`src/orcd_pkg.sv`:
```
// package: constants, field layout and types of the start-up configuration decoder
`default_nettype none
package orcd_pkg;
  // timing: system clock and the shortest instruction cycle
  localparam int CLK_PERIOD_PS = 10000;
  localparam int INSTR_CYCLE_MIN_PS = 62500;
  localparam int INSTR_CYCLE_MIN_CYC = (INSTR_CYCLE_MIN_PS + CLK_PERIOD_PS - 1) / CLK_PERIOD_PS;
  localparam int QUARTER_MIN_CYC = (INSTR_CYCLE_MIN_CYC + 3) / 4;
  localparam logic [7:0] QUARTER_MIN = 8'(QUARTER_MIN_CYC);

  // modelled oscillator time-base periods, in clk cycles
  localparam logic [7:0] OSCP_FASTRC = 8'h04;
  localparam logic [7:0] OSCP_FASTRC_PLL = 8'h02;
  localparam logic [7:0] OSCP_PRIMARY = 8'h06;
  localparam logic [7:0] OSCP_PRIMARY_PLL = 8'h02;
  localparam logic [7:0] OSCP_SECOSC = 8'h40;
  localparam logic [7:0] OSCP_LOWPWR_RC = 8'h80;
  localparam logic [7:0] OSCP_LOWPWR_FASTRC = 8'h20;
  localparam logic [7:0] OSCP_FASTRC_DIV = 8'h08;

  // register port addresses
  localparam logic [3:0] ADDR_OSC_NV = 4'h0;
  localparam logic [3:0] ADDR_RST_NV = 4'h1;
  localparam logic [3:0] ADDR_OSC_ACT = 4'h2;
  localparam logic [3:0] ADDR_RST_ACT = 4'h3;
  localparam logic [3:0] ADDR_CTRL = 4'h4;
  localparam logic [3:0] ADDR_STAT = 4'h5;

  // osc_select_config fields
  localparam int OSC_TWO_SPEED_BIT = 7;
  localparam int OSC_LOWPOWER_RC_OSC_POWER_BIT = 6;
  localparam int OSC_SEC_SRC_BIT = 5;
  localparam int OSC_SEL_LSB = 0;
  localparam logic [7:0] OSC_IMPL_MASK = 8'hE7;
  localparam logic [7:0] OSC_ERASED = 8'hE1;

  // reset_config fields
  localparam int RST_MCLR_EN_BIT = 7;
  localparam int RST_TRIP_LSB = 5;
  localparam int RST_I2C_MAP_BIT = 4;
  localparam int RST_PWRUP_BIT = 3;
  localparam int RST_MODE_LSB = 0;
  localparam logic [7:0] RST_IMPL_MASK = 8'hFB;
  localparam logic [7:0] RST_ERASED = 8'hFB;

  // control and status fields
  localparam int CTRL_SW_BROWNOUT_BIT = 0;
  localparam logic [7:0] CTRL_RESET = 8'h00;
  localparam int STAT_HV_BIT = 0;
  localparam int STAT_LV_BIT = 1;
  localparam int STAT_REJECT_BIT = 2;
  localparam int STAT_BROWNOUT_BIT = 3;
  localparam int STAT_EXTRST_BIT = 4;

  typedef enum logic [2:0] {
    OSRC_FASTRC = 3'h0,
    OSRC_FASTRC_DIV_PLL = 3'h1,
    OSRC_PRIMARY = 3'h2,
    OSRC_PRIMARY_PLL = 3'h3,
    OSRC_SECOSC = 3'h4,
    OSRC_LOWPWR_RC = 3'h5,
    OSRC_LOWPWR_FASTRC_DIV = 3'h6,
    OSRC_FASTRC_DIV = 3'h7
  } orcd_osc_src_t;

  typedef enum logic [1:0] {
    TRIP_LOWPWR = 2'h0,
    TRIP_HIGH = 2'h1,
    TRIP_MIDDLE = 2'h2,
    TRIP_LOW = 2'h3
  } orcd_trip_t;

  typedef enum logic [1:0] {
    BMODE_OFF = 2'h0,
    BMODE_SOFTWARE = 2'h1,
    BMODE_AWAKE = 2'h2,
    BMODE_ALWAYS = 2'h3
  } orcd_bmode_t;

  typedef enum logic [3:0] {
    PH_Q1 = 4'h1,
    PH_Q2 = 4'h2,
    PH_Q3 = 4'h4,
    PH_Q4 = 4'h8
  } orcd_phase_t;

  typedef struct packed {
    orcd_osc_src_t src;
    logic usePll;
    logic usePostscaler;
    logic twoSpeed;
    logic lowpwrRcHighPower;
    logic secOscCrystal;
  } orcd_osc_cfg_t;

  typedef struct packed {
    logic masterClearEn;
    orcd_trip_t trip;
    logic tripLowPower;
    logic i2cDefaultPins;
    logic powerupTimerEn;
    orcd_bmode_t mode;
    logic brownoutActive;
  } orcd_rst_cfg_t;
endpackage
`default_nettype wire

```
`src/orcd_pin_sync.sv`:
```
// module: three-stage pin synchroniser, a change counts once stages two and three agree
`default_nettype none
module orcd_pin_sync #(
  parameter int WIDTH = 3
) (
  input wire logic clk, // system clock
  input wire logic rst_n, // synchronous reset, active low
  input wire logic [WIDTH-1:0] pinIn, // asynchronous pin levels
  output logic [WIDTH-1:0] pinOut // filtered levels
);
  logic [WIDTH-1:0] s1_ff, s2_ff, s3_ff, out_ff;
  logic [WIDTH-1:0] nxt_out;

  // per bit: accept the level only when the last two stages agree
  // in reset the output follows stage three, so release shows no false edge
  genvar i;
  generate
    for (i = 0; i < WIDTH; i++) begin : g_bit
      always_comb begin
        nxt_out[i] = (!rst_n || (s2_ff[i] == s3_ff[i])) ? s3_ff[i] : out_ff[i];
      end
    end
  endgenerate

  // synchroniser stages keep sampling through reset
  always_ff @(posedge clk) begin
    s1_ff <= pinIn;
    s2_ff <= s1_ff;
    s3_ff <= s2_ff;
    out_ff <= nxt_out;
  end

  assign pinOut = out_ff;
endmodule
`default_nettype wire

```
`src/orcd_cycle_gen.sv`:
```
// module: quarter-phase sequencer, instruction-cycle start and system clock output
`default_nettype none
module orcd_cycle_gen
  import orcd_pkg::*;
(
  input wire logic clk, // system clock
  input wire logic rst_n, // synchronous reset, active low
  input wire logic [7:0] quarterDiv, // clk cycles per quarter phase
  output orcd_phase_t phase, // current quarter phase
  output logic instrCycleStart, // pulse on entry to Q1
  output logic sysclkOut // low in Q1-Q2, high in Q3-Q4
);
  logic [7:0] divCnt_ff, nxt_divCnt;
  orcd_phase_t phase_ff, nxt_phase;
  logic start_ff, nxt_start;
  logic clkOut_ff, nxt_clkOut;
  logic tick;

  // divider: one enable per quarter, four quarters per cycle
  always_comb begin
    tick = (divCnt_ff >= quarterDiv - 8'h01);
    nxt_divCnt = tick ? 8'h00 : divCnt_ff + 8'h01;
    nxt_phase = phase_ff;
    if (tick) begin
      unique case (phase_ff)
        PH_Q1: nxt_phase = PH_Q2;
        PH_Q2: nxt_phase = PH_Q3;
        PH_Q3: nxt_phase = PH_Q4;
        PH_Q4: nxt_phase = PH_Q1;
        default: nxt_phase = PH_Q1;
      endcase
    end
    nxt_start = tick && (phase_ff == PH_Q4);
    nxt_clkOut = (nxt_phase == PH_Q3) || (nxt_phase == PH_Q4);
  end

  // phase state registers
  always_ff @(posedge clk) begin
    if (!rst_n) begin
      divCnt_ff <= 8'h00;
      phase_ff <= PH_Q4;
      start_ff <= 1'b0;
      clkOut_ff <= 1'b1;
    end else begin
      divCnt_ff <= nxt_divCnt;
      phase_ff <= nxt_phase;
      start_ff <= nxt_start;
      clkOut_ff <= nxt_clkOut;
    end
  end

  assign phase = phase_ff;
  assign instrCycleStart = start_ff;
  assign sysclkOut = clkOut_ff;
endmodule
`default_nettype wire

```
`src/orcd_config_loader.sv`:
```
// module: nonvolatile start-up configuration words, their latch and decode
//
// The strobed register port and the address map were left to the implementer.
`default_nettype none
module orcd_config_loader
  import orcd_pkg::*;
#(
  parameter bit LARGE_PACKAGE = 1'b1
) (
  input wire logic clk, // system clock
  input wire logic rst_n, // synchronous reset, active low
  input wire logic powerOnRst, // reset is a power-on reset
  input wire logic [3:0] regAddr, // register address
  input wire logic [7:0] regWrData, // write data
  input wire logic regWr, // write strobe
  input wire logic regRd, // read strobe
  output logic [7:0] regRdData, // read data, cycle after read
  input wire logic hvEntryPin, // high-voltage programming entry
  input wire logic lvEntryPin, // low-voltage programming entry
  input wire logic sharedInputPin, // shared reset / input pin level
  input wire logic sleepMode, // device is asleep
  output orcd_osc_cfg_t oscCfg, // decoded oscillator settings
  output orcd_rst_cfg_t rstCfg, // decoded reset settings
  output logic extResetReq, // external reset asserted
  output logic sharedInputData, // general input value
  output orcd_phase_t phase, // quarter phase
  output logic instrCycleStart, // instruction-cycle start pulse
  output logic sysclkOut // system clock output
);
  logic [2:0] pinSync;
  logic progHv, progLv, pinLevel;
  logic [7:0] oscNv_ff, nxt_oscNv, rstNv_ff, nxt_rstNv;
  logic [7:0] oscAct_ff, nxt_oscAct, rstAct_ff, nxt_rstAct;
  logic [7:0] ctrl_ff, nxt_ctrl;
  logic reject_ff, nxt_reject;
  logic [7:0] rdData_ff, nxt_rdData;
  orcd_osc_cfg_t oscCfg_ff, nxt_oscCfg;
  orcd_rst_cfg_t rstCfg_ff, nxt_rstCfg;
  logic extRst_ff, nxt_extRst, gpIn_ff, nxt_gpIn;
  logic [7:0] quarter_ff, nxt_quarter, oscPeriod, halfPeriod;
  logic nvWrite, lvOnly;
  logic [7:0] oscWr, rstWr;

  // programming entry pins and the shared pin cross into clk
  orcd_pin_sync #(.WIDTH(3)) u_sync (
    .clk(clk),
    .rst_n(rst_n),
    .pinIn({sharedInputPin, lvEntryPin, hvEntryPin}),
    .pinOut(pinSync)
  );
  assign progHv = pinSync[0];
  assign progLv = pinSync[1];
  assign pinLevel = pinSync[2];

  // nonvolatile words: erased on power-on, written only in programming mode
  always_comb begin
    nvWrite = regWr && (progHv || progLv);
    lvOnly = progLv && !progHv;
    oscWr = regWrData & OSC_IMPL_MASK;
    rstWr = regWrData & RST_IMPL_MASK;
    if (lvOnly) begin
      rstWr[RST_MCLR_EN_BIT] = rstNv_ff[RST_MCLR_EN_BIT];
    end
    nxt_oscNv = oscNv_ff;
    nxt_rstNv = rstNv_ff;
    if (!rst_n && powerOnRst) begin
      nxt_oscNv = OSC_ERASED;
      nxt_rstNv = RST_ERASED;
    end else if (nvWrite && regAddr == ADDR_OSC_NV) begin
      nxt_oscNv = oscWr;
    end else if (nvWrite && regAddr == ADDR_RST_NV) begin
      nxt_rstNv = rstWr;
    end
  end

  // active copies follow the stored words only while reset is held
  always_comb begin
    nxt_oscAct = !rst_n ? oscNv_ff : oscAct_ff;
    nxt_rstAct = !rst_n ? rstNv_ff : rstAct_ff;
  end

  // control register and sticky reject flag, set beats clear
  always_comb begin
    nxt_ctrl = ctrl_ff;
    nxt_reject = reject_ff;
    if (regWr && regAddr == ADDR_CTRL) begin
      nxt_ctrl = regWrData & 8'h01;
    end
    if (regWr && regAddr == ADDR_STAT && regWrData[STAT_REJECT_BIT]) begin
      nxt_reject = 1'b0;
    end
    if (nvWrite && lvOnly && regAddr == ADDR_RST_NV &&
        regWrData[RST_MCLR_EN_BIT] != rstNv_ff[RST_MCLR_EN_BIT]) begin
      nxt_reject = 1'b1;
    end
  end

  // read mux: data stand for one cycle after the read strobe
  always_comb begin
    nxt_rdData = 8'h00;
    if (regRd) begin
      unique case (regAddr)
        ADDR_OSC_NV: nxt_rdData = oscNv_ff;
        ADDR_RST_NV: nxt_rdData = rstNv_ff;
        ADDR_OSC_ACT: nxt_rdData = oscAct_ff;
        ADDR_RST_ACT: nxt_rdData = rstAct_ff;
        ADDR_CTRL: nxt_rdData = ctrl_ff;
        ADDR_STAT: begin
          nxt_rdData[STAT_HV_BIT] = progHv;
          nxt_rdData[STAT_LV_BIT] = progLv;
          nxt_rdData[STAT_REJECT_BIT] = reject_ff;
          nxt_rdData[STAT_BROWNOUT_BIT] = rstCfg_ff.brownoutActive;
          nxt_rdData[STAT_EXTRST_BIT] = extRst_ff;
        end
        default: nxt_rdData = 8'h00;
      endcase
    end
  end

  // oscillator word decode
  always_comb begin
    nxt_oscCfg.src = orcd_osc_src_t'(oscAct_ff[OSC_SEL_LSB +: 3]);
    nxt_oscCfg.usePll = (oscAct_ff[2:0] == OSRC_FASTRC_DIV_PLL) ||
                        (oscAct_ff[2:0] == OSRC_PRIMARY_PLL);
    nxt_oscCfg.usePostscaler = (oscAct_ff[2:0] == OSRC_FASTRC_DIV_PLL) ||
                               (oscAct_ff[2:0] == OSRC_FASTRC_DIV) ||
                               (oscAct_ff[2:0] == OSRC_LOWPWR_FASTRC_DIV);
    nxt_oscCfg.twoSpeed = oscAct_ff[OSC_TWO_SPEED_BIT];
    nxt_oscCfg.lowpwrRcHighPower = oscAct_ff[OSC_LOWPOWER_RC_OSC_POWER_BIT];
    nxt_oscCfg.secOscCrystal = oscAct_ff[OSC_SEC_SRC_BIT];
  end

  // reset word decode
  always_comb begin
    nxt_rstCfg.masterClearEn = rstAct_ff[RST_MCLR_EN_BIT];
    nxt_rstCfg.trip = orcd_trip_t'(rstAct_ff[RST_TRIP_LSB +: 2]);
    nxt_rstCfg.tripLowPower = (rstAct_ff[RST_TRIP_LSB +: 2] == TRIP_LOWPWR);
    nxt_rstCfg.i2cDefaultPins = rstAct_ff[RST_I2C_MAP_BIT] || !LARGE_PACKAGE;
    nxt_rstCfg.powerupTimerEn = rstAct_ff[RST_PWRUP_BIT];
    nxt_rstCfg.mode = orcd_bmode_t'(rstAct_ff[RST_MODE_LSB +: 2]);
    unique case (orcd_bmode_t'(rstAct_ff[RST_MODE_LSB +: 2]))
      BMODE_ALWAYS: nxt_rstCfg.brownoutActive = 1'b1;
      BMODE_AWAKE: nxt_rstCfg.brownoutActive = !sleepMode;
      BMODE_SOFTWARE: nxt_rstCfg.brownoutActive = ctrl_ff[CTRL_SW_BROWNOUT_BIT];
      BMODE_OFF: nxt_rstCfg.brownoutActive = 1'b0;
    endcase
  end

  // shared pin: external reset (low active) or general input
  always_comb begin
    nxt_extRst = rstAct_ff[RST_MCLR_EN_BIT] && !pinLevel;
    nxt_gpIn = !rstAct_ff[RST_MCLR_EN_BIT] && pinLevel;
  end

  // quarter length: half the time-base period, never below QUARTER_MIN clk cycles
  always_comb begin
    unique case (orcd_osc_src_t'(oscAct_ff[2:0]))
      OSRC_FASTRC: oscPeriod = OSCP_FASTRC;
      OSRC_FASTRC_DIV_PLL: oscPeriod = OSCP_FASTRC_PLL;
      OSRC_PRIMARY: oscPeriod = OSCP_PRIMARY;
      OSRC_PRIMARY_PLL: oscPeriod = OSCP_PRIMARY_PLL;
      OSRC_SECOSC: oscPeriod = OSCP_SECOSC;
      OSRC_LOWPWR_RC: oscPeriod = OSCP_LOWPWR_RC;
      OSRC_LOWPWR_FASTRC_DIV: oscPeriod = OSCP_LOWPWR_FASTRC;
      OSRC_FASTRC_DIV: oscPeriod = OSCP_FASTRC_DIV;
    endcase
    halfPeriod = {1'b0, oscPeriod[7:1]};
    nxt_quarter = (halfPeriod < QUARTER_MIN) ? QUARTER_MIN : halfPeriod;
  end

  // state registers
  always_ff @(posedge clk) begin
    oscNv_ff <= nxt_oscNv;
    rstNv_ff <= nxt_rstNv;
    oscAct_ff <= nxt_oscAct;
    rstAct_ff <= nxt_rstAct;
    if (!rst_n) begin
      ctrl_ff <= CTRL_RESET;
      reject_ff <= 1'b0;
      rdData_ff <= 8'h00;
      oscCfg_ff <= '0;
      rstCfg_ff <= '0;
      extRst_ff <= 1'b0;
      gpIn_ff <= 1'b0;
      quarter_ff <= QUARTER_MIN;
    end else begin
      ctrl_ff <= nxt_ctrl;
      reject_ff <= nxt_reject;
      rdData_ff <= nxt_rdData;
      oscCfg_ff <= nxt_oscCfg;
      rstCfg_ff <= nxt_rstCfg;
      extRst_ff <= nxt_extRst;
      gpIn_ff <= nxt_gpIn;
      quarter_ff <= nxt_quarter;
    end
  end

  // instruction-cycle sequencer on the selected time base
  orcd_cycle_gen u_cycle (
    .clk(clk),
    .rst_n(rst_n),
    .quarterDiv(quarter_ff),
    .phase(phase),
    .instrCycleStart(instrCycleStart),
    .sysclkOut(sysclkOut)
  );

  assign regRdData = rdData_ff;
  assign oscCfg = oscCfg_ff;
  assign rstCfg = rstCfg_ff;
  assign extResetReq = extRst_ff;
  assign sharedInputData = gpIn_ff;
endmodule
`default_nettype wire

```
`config.mk`:
```
export PLATFORM = sky130hd
export DESIGN_NAME = orcd_config_loader
export DESIGN_NICKNAME = d
export VERILOG_FILES = /design/src/orcd_pkg.sv /design/src/orcd_pin_sync.sv /design/src/orcd_cycle_gen.sv /design/src/orcd_config_loader.sv
export SDC_FILE = /design/constraint.sdc
export NUM_CORES = 1
export LEC_CHECK = 0
export BUFFER_PORTS_ARGS = -buffer_cell sky130_fd_sc_hd__buf_2
export CAP_MARGIN = 20
export CORE_ASPECT_RATIO = 1.2
export CORE_MARGIN = 4
export CORE_UTILIZATION = 56
export CTS_CLUSTER_DIAMETER = 40
export CTS_CLUSTER_SIZE = 28
export DETAILED_ROUTE_END_ITERATION = 10
export PLACE_DENSITY = 0.8
export SLEW_MARGIN = 30
export SYNTH_ARGS = -nofsm -noshare
export SYNTH_HDL_FRONTEND = slang
export SYNTH_SLANG_ARGS = --single-unit
```
`constraint.sdc`:
```
create_clock -name clk -period 3 [get_ports clk]
set_input_delay 0.6 -clock clk [delete_from_list [all_inputs] [get_ports clk]]
set_output_delay 0.6 -clock clk [all_outputs]
set_load 0.005 [all_outputs]
```
### Word level (Yosys, flattened, before mapping)

Memories as Yosys holds them, arrays and structs flattened. A register that Yosys moved wholly into a read port is not among the register bits.
Index checks and enable logic that the tools add are counted.

| word-level totals | value |
|---|---|
| register bits after elaboration | 89 |
| bits of input ports | 21 |
| output and inout bits | 33 |
| memory bits (read-only) | 48 |
| word-level logic and storage cells | 109 |
| memories kept | 1 |

| cells by class | value |
|---|---|
| add/subtract/negate cells | 2 |
| bitwise operators | 3 |
| multiplexer cells | 8 |
| equality and inequality tests | 22 |
| reductions and logical operators | 36 |
| $lt $le $gt $ge | 2 |

Memories:

| name | words | bits a word | rd ports | clocked after Yosys merged registers in | wr ports | line | source |
|---|---|---|---|---|---|---|---|
| (name not given) | 8 | 6 | 1 | 1 | 0 | orcd_config_loader.sv:157 | `unique case (orcd_osc_src_t'(oscAct_ff[2:0]))` |

Operators by type and width:

| operator | count |
|---|---|
| $pmux 5 s6 | 1 |
| $eq 4x3->1 const B | 4 |
| $logic_and 1x1->1 | 14 |
| $eq 4x2->1 const B | 3 |
| $pmux 3 s4 | 1 |
| $pmux 4 s3 | 1 |
| $add 8x1->8 const B | 1 |
| $eq 4x1->1 const B | 2 |
| $eq 4x4->1 const B | 2 |
| $ge 8x8->1 | 1 |
| $logic_or 1x1->1 | 8 |
| $sub 8x1->8 const B | 1 |
| $lt 7x2->1 const B | 1 |
| $eq 3x3->1 const B | 2 |
| $logic_not 1->1 | 5 |
| $eq 2x2->1 const B | 2 |
| $logic_not 2->1 | 2 |
| $logic_not 4->1 | 1 |
| $mux 4 | 1 |
| $pmux 1 s4 | 1 |
| $reduce_and 2->1 | 2 |
| $reduce_or 2->1 | 2 |
| $eq 1x1->1 | 3 |
| $eq 3x1->1 const B | 1 |
| other kinds (8) | 11 |

### Longest topological paths before layout

| depth | value |
|---|---|
| word-level depth | 6 |
| gate-level depth with buffers | 11 |
| gate-level depth less buffers | 10 |

### Cells and area by module

From an unflattened synthesis, not the netlist that was laid out.

| unflattened totals | value |
|---|---|
| cell total of the unflattened synthesis | 345 |
| area total of the unflattened synthesis | 3662.3 um^2 |

Modules (own cells, without submodules):

| module | times used | sequential area each (um^2) | area each (um^2) | cells an instance |
|---|---|---|---|---|
| orcd_config_loader | 1 | 1471.4 | 2478.6 | 233 |
| orcd_cycle_gen | 1 | 280.3 | 875.8 | 94 |
| orcd_pin_sync | 1 | 270.3 | 307.8 | 18 |

### Least setup slack after synthesis

Ideal clock, no wire load.

| path | value |
|---|---|
| path kind | register to register |
| start | reg quarter_ff[0] |
| end | reg u_cycle.divCnt_ff[6] |
| arrival | 2.225 ns |
| clock period less this slack | 2.343 ns |
| setup time | 0.118 ns |
| buffers on the path | 1 |
| required time | 2.882 ns |
| stages on the path, launching flop included | 12 |
| setup slack | 0.657 ns |
| cell sequence | dfxtp_1 inv_1 ha_1 nor4b_1 xnor2_1 ha_1 nand2_1 or3_4 o221ai_4 or2_1 buf_6 nor2_4 |

| between the ends | value |
|---|---|
| cells in the longest elaborated chain, start to end | 3 |

RTL lines:

| what | line | source |
|---|---|---|
| start: declaration | orcd_config_loader.sv:40 | `logic [7:0] quarter_ff, nxt_quarter, oscPeriod, halfPeriod;` |
| start signal: assignment | orcd_config_loader.sv:194 | `quarter_ff <= nxt_quarter;` |
| $sub 8x1->8 | orcd_cycle_gen.sv:21 | `tick = (divCnt_ff >= quarterDiv - 8'h01);` |
| $ge 8x8->1 | orcd_cycle_gen.sv:21 |  |
| $reduce_or 2->1 (no line) | -- |  |
| end signal: assignment | orcd_cycle_gen.sv:45 | `divCnt_ff <= nxt_divCnt;` |
| end: declaration | orcd_cycle_gen.sv:13 | `logic [7:0] divCnt_ff, nxt_divCnt;` |

No other way between the ends.
A chain may end at the register's enable or synchronous reset.

### Worst setup path after layout

| path | value |
|---|---|
| start | reg quarter_ff[2] |
| end | reg u_cycle.divCnt_ff[3] |

Same word-level chain as after synthesis.

==> impl_results.md <==
- Status: completed
- Floorplan row count: 31
- Hold Slack: 0.3379 ns
- Post-synth top cells: dfxtp_1 (77), nor2_1 (29), mux2i_1 (24), nand2_1 (24)
- Place WS: roughly 0.27 ns
- Max Cap Viol: 0
- Total gr overflow: 0
- GPL Wtd Cong: roughly 0.8
- Synth cell types: 46
- Worst R2R Setup Slack: approximately 0.28 ns
- Worst Min Path Start: u_sync.s1_ff[2]$_DFF_P_
- Multi-input gate area: about 1400 sq um
- Post-synthesis compound-gate area fraction: 0.06188
- Peak supply drop: approximately 0.00042 V
- Worst-path clk slew: 0.09 ns
- CTS HTree Levels: 3
- Post CTS Setup Buffer Count: 0
- Die Span Y: about 95 um
- Routed WL: between 6 and 7 mm
- Worst Tran Pin Value: roughly 0.59 ns
- Worst setup path start: quarter_ff[2]$_SDFF_PP0_
- Max clock buf depth: 2
- Clock skew: between 0.008 and 0.009 ns
- Post-cts hold buffer count: 0
- Final WS setup: between 0.2 and 0.3 ns
- Area Growth Syn to Fin: 15.33%
- Clock period minus worst slack: ~2.7 ns
- Leakage: around 1.7 nW
- Cell taking the most area after synthesis: dfxtp_1
- Synthesis warning total: 0
- DIE WIDTH: 80.36 um
- WL/cell: roughly 15 um
- Worst Setup End Kind: flop
- WHS Path Cells: 0
- Sequential area share after synthesis: 0.5747
- CTS sink cnt: 93
- Post-DP HPWL: 4.924 mm
- Drt first pass iters: 4
- ANT nets after route: 0
- Root buf cell: clkbuf_8
- Largest family of logic cells by synthesized area: simple AND/OR/NAND/NOR gates
- PD cells: about 670 nW/um^2
- Post-synth ARST share: 0
- Worst setup path class: flop to flop
- Crit Path Max Fanout: 8
- Starting Density: 0.5815
- Synth Instances: between 300 and 400
- Full die area: between 7000 and 8000 sq um
- Share of layout cells above drive strength 1: 0.2331
- Avg Synthesized Cell Area: 11.31 sq um
- Top cells by area, synth: dfxtp_1 (44%), edfxtp_1 (14%), mux2i_1 (6.8%)
- Seq cells post-synth: between 90 and 100
- ANT cells: 0
- Crit path required time: about 3.2 ns
- Total CTS buffers: 9
- Post-Synthesis Cell Area: roughly 3500 sq um
- Hold Fails Final Rpt: 0
- Ports: 54
- Crit share post-route: 0.9050
- CP startpoint kind: flop
- Post-Synth Adder-Cell Area: 0.03912
- Largest net degree at the start of global routing: 30
- Number of fill cells: 482
- Total power: 2.703 mW
- Worst skew pair latency: 0.35 ns
- Dominant synthesized flop cell: dfxtp_1
- Final setup fails: 0
- Post-Synth Simple-Gate Area: 0.1757
- Area share of the largest cell type after synthesis: 0.4381
- Max-slew violations: 0
- TNS Setup: 0 ns
- I/O Buffers: 53
- Drt drc: 0
- Vias in the first global route: roughly 2400
- Post-synthesis mux area share: 0.08748
- First-pass GRT wire length: 11.17 mm
- Via density: between 5 and 6
- Tot GR Track Use: 0.1928
- Synth Area in XOR/XNOR: 0.03236
- CTS tree: done
- Worst R2R Path Depth: 9
- Post-CTS sizing: 0
- Worst reg2reg startpoint: quarter_ff[2]$_SDFF_PP0_
- Fmax: 0.3683 GHz
- Drt first-iter violations: 106
- Seq. cell area: ~2000 sq um
- Slew HR: 0.6004
- Critical Path AT: about 3.0 ns
- Final #Nets: 396
- Core ar.: between 6000 and 7000 sq um
- Hold crit path type: flop to flop
- Post-synth EDFFs: 16
- Cell with the most instances after synthesis: dfxtp_1
- RSZ-0062 raised after global routing: no
- Routed vias: approximately 2400
- Initial antenna violation count: 0
- Syn_nets: between 300 and 400
[kinds of logic after synthesis]
group,count (synthesis)
simple gates,117
flops,93
mux,28
compound gates,27
buf+inv,22
xor+xnor,13
fa+ha+maj,11
[path summary, 6_finish.rpt]
kind,end
max,u_cycle.divCnt_ff[3]$_SDFF_PP0_
min,u_sync.s2_ff[2]$_DFF_P_
max reg2reg,u_cycle.divCnt_ff[3]$_SDFF_PP0_
min reg2reg,u_sync.s2_ff[2]$_DFF_P_
[per-stage QoR]
| step | utilization | cell area, sq um | instances |
|---|---|---|---|
| finish | 0.6706 | 4058 | 451 |
| detailed placement | 0.6336 | 3834 | 435 |
| CTS | 0.6706 | 4058 | 451 |
| global placement | 0.6336 | 3834 | 435 |
| floorplan | - | 3518 | 311 |
| global route | 0.6706 | 4058 | 451 |
[power by group]
part / internal, mW / leakage (nW) / switching (mW)
Combinational: 0.184 / 0.820 / 0.197
Clock: 0.478 / 0.109 / 0.435
Sequential: 1.35 / 0.763 / 0.0593
Total: 2.01 / 1.69 / 0.691
[layout by cell type, fill, tap and decap left out, types with 3 or more instances in the layout]
cell / instances
xor2_1: 8
a21oi_1: 8
mux2i_1: 24
nand3_1: 7
clkbuf_8: 9
nand2_1: 24
or3_1: 3
nor4b_1: 5
inv_1: 9
nor2b_1: 4
nor2_1: 29
buf_2: 53
a221oi_1: 3
dfxtp_1: 77
edfxtp_1: 16
xnor2_1: 5
ha_1: 11
nor2_2: 7
and3_1: 4
nor3_1: 4
and2_1: 16
[flip-flops by register name (all words and copies together), names as in the netlist]
| signal | cells |
|---|---|
| rstCfg | 9 |
| oscAct_ff | 6 |
| extResetReq | 1 |
| quarter_ff | 6 |
| reject_ff | 1 |
| u_sync.s1_ff | 3 |
| regRdData | 8 |
| u_sync.pinOut | 3 |
| oscNv_ff | 6 |
| rstAct_ff | 7 |
| ctrl_ff | 1 |
| rstNv_ff | 7 |
| u_sync.s2_ff | 3 |
| u_sync.s3_ff | 3 |
| u_cycle.instrCycleStart | 1 |
| u_cycle.phase | 4 |
| u_cycle.divCnt_ff | 8 |
| oscPeriod | 6 |
| oscCfg | 8 |
| sharedInputData | 1 |
| u_cycle.sysclkOut | 1 |
[worst max-delay path: stages, from the launching register on]
cell	delay, ns
dfxtp_1	0.32
inv_1	0.08
nand3_1	0.13
or4_1	0.45
ha_1	0.32
nand2_1	0.10
or3_4	0.35
o221ai_4	0.34
or2_1	0.44
nor2_2	0.07
[layer usage]
metal	global-route usage	wire, um
met3	0.05725	389
met1	0.2289	2889
met2	0.3232	3491
met4	0.08169	96
met5	0	0
[area by class of cell]
type | count | area share
clock inverter | 6 | 0.02374
inverter | 9 | 0.008326
sequential | 93 | 0.4983
clock buffer | 10 | 0.03145
timing repair buffer | 55 | 0.06907
tap | 82 | 0.02529
multi-input combinational | 196 | 0.3438
No activity file was read; power rests on OpenSTA's default activity.
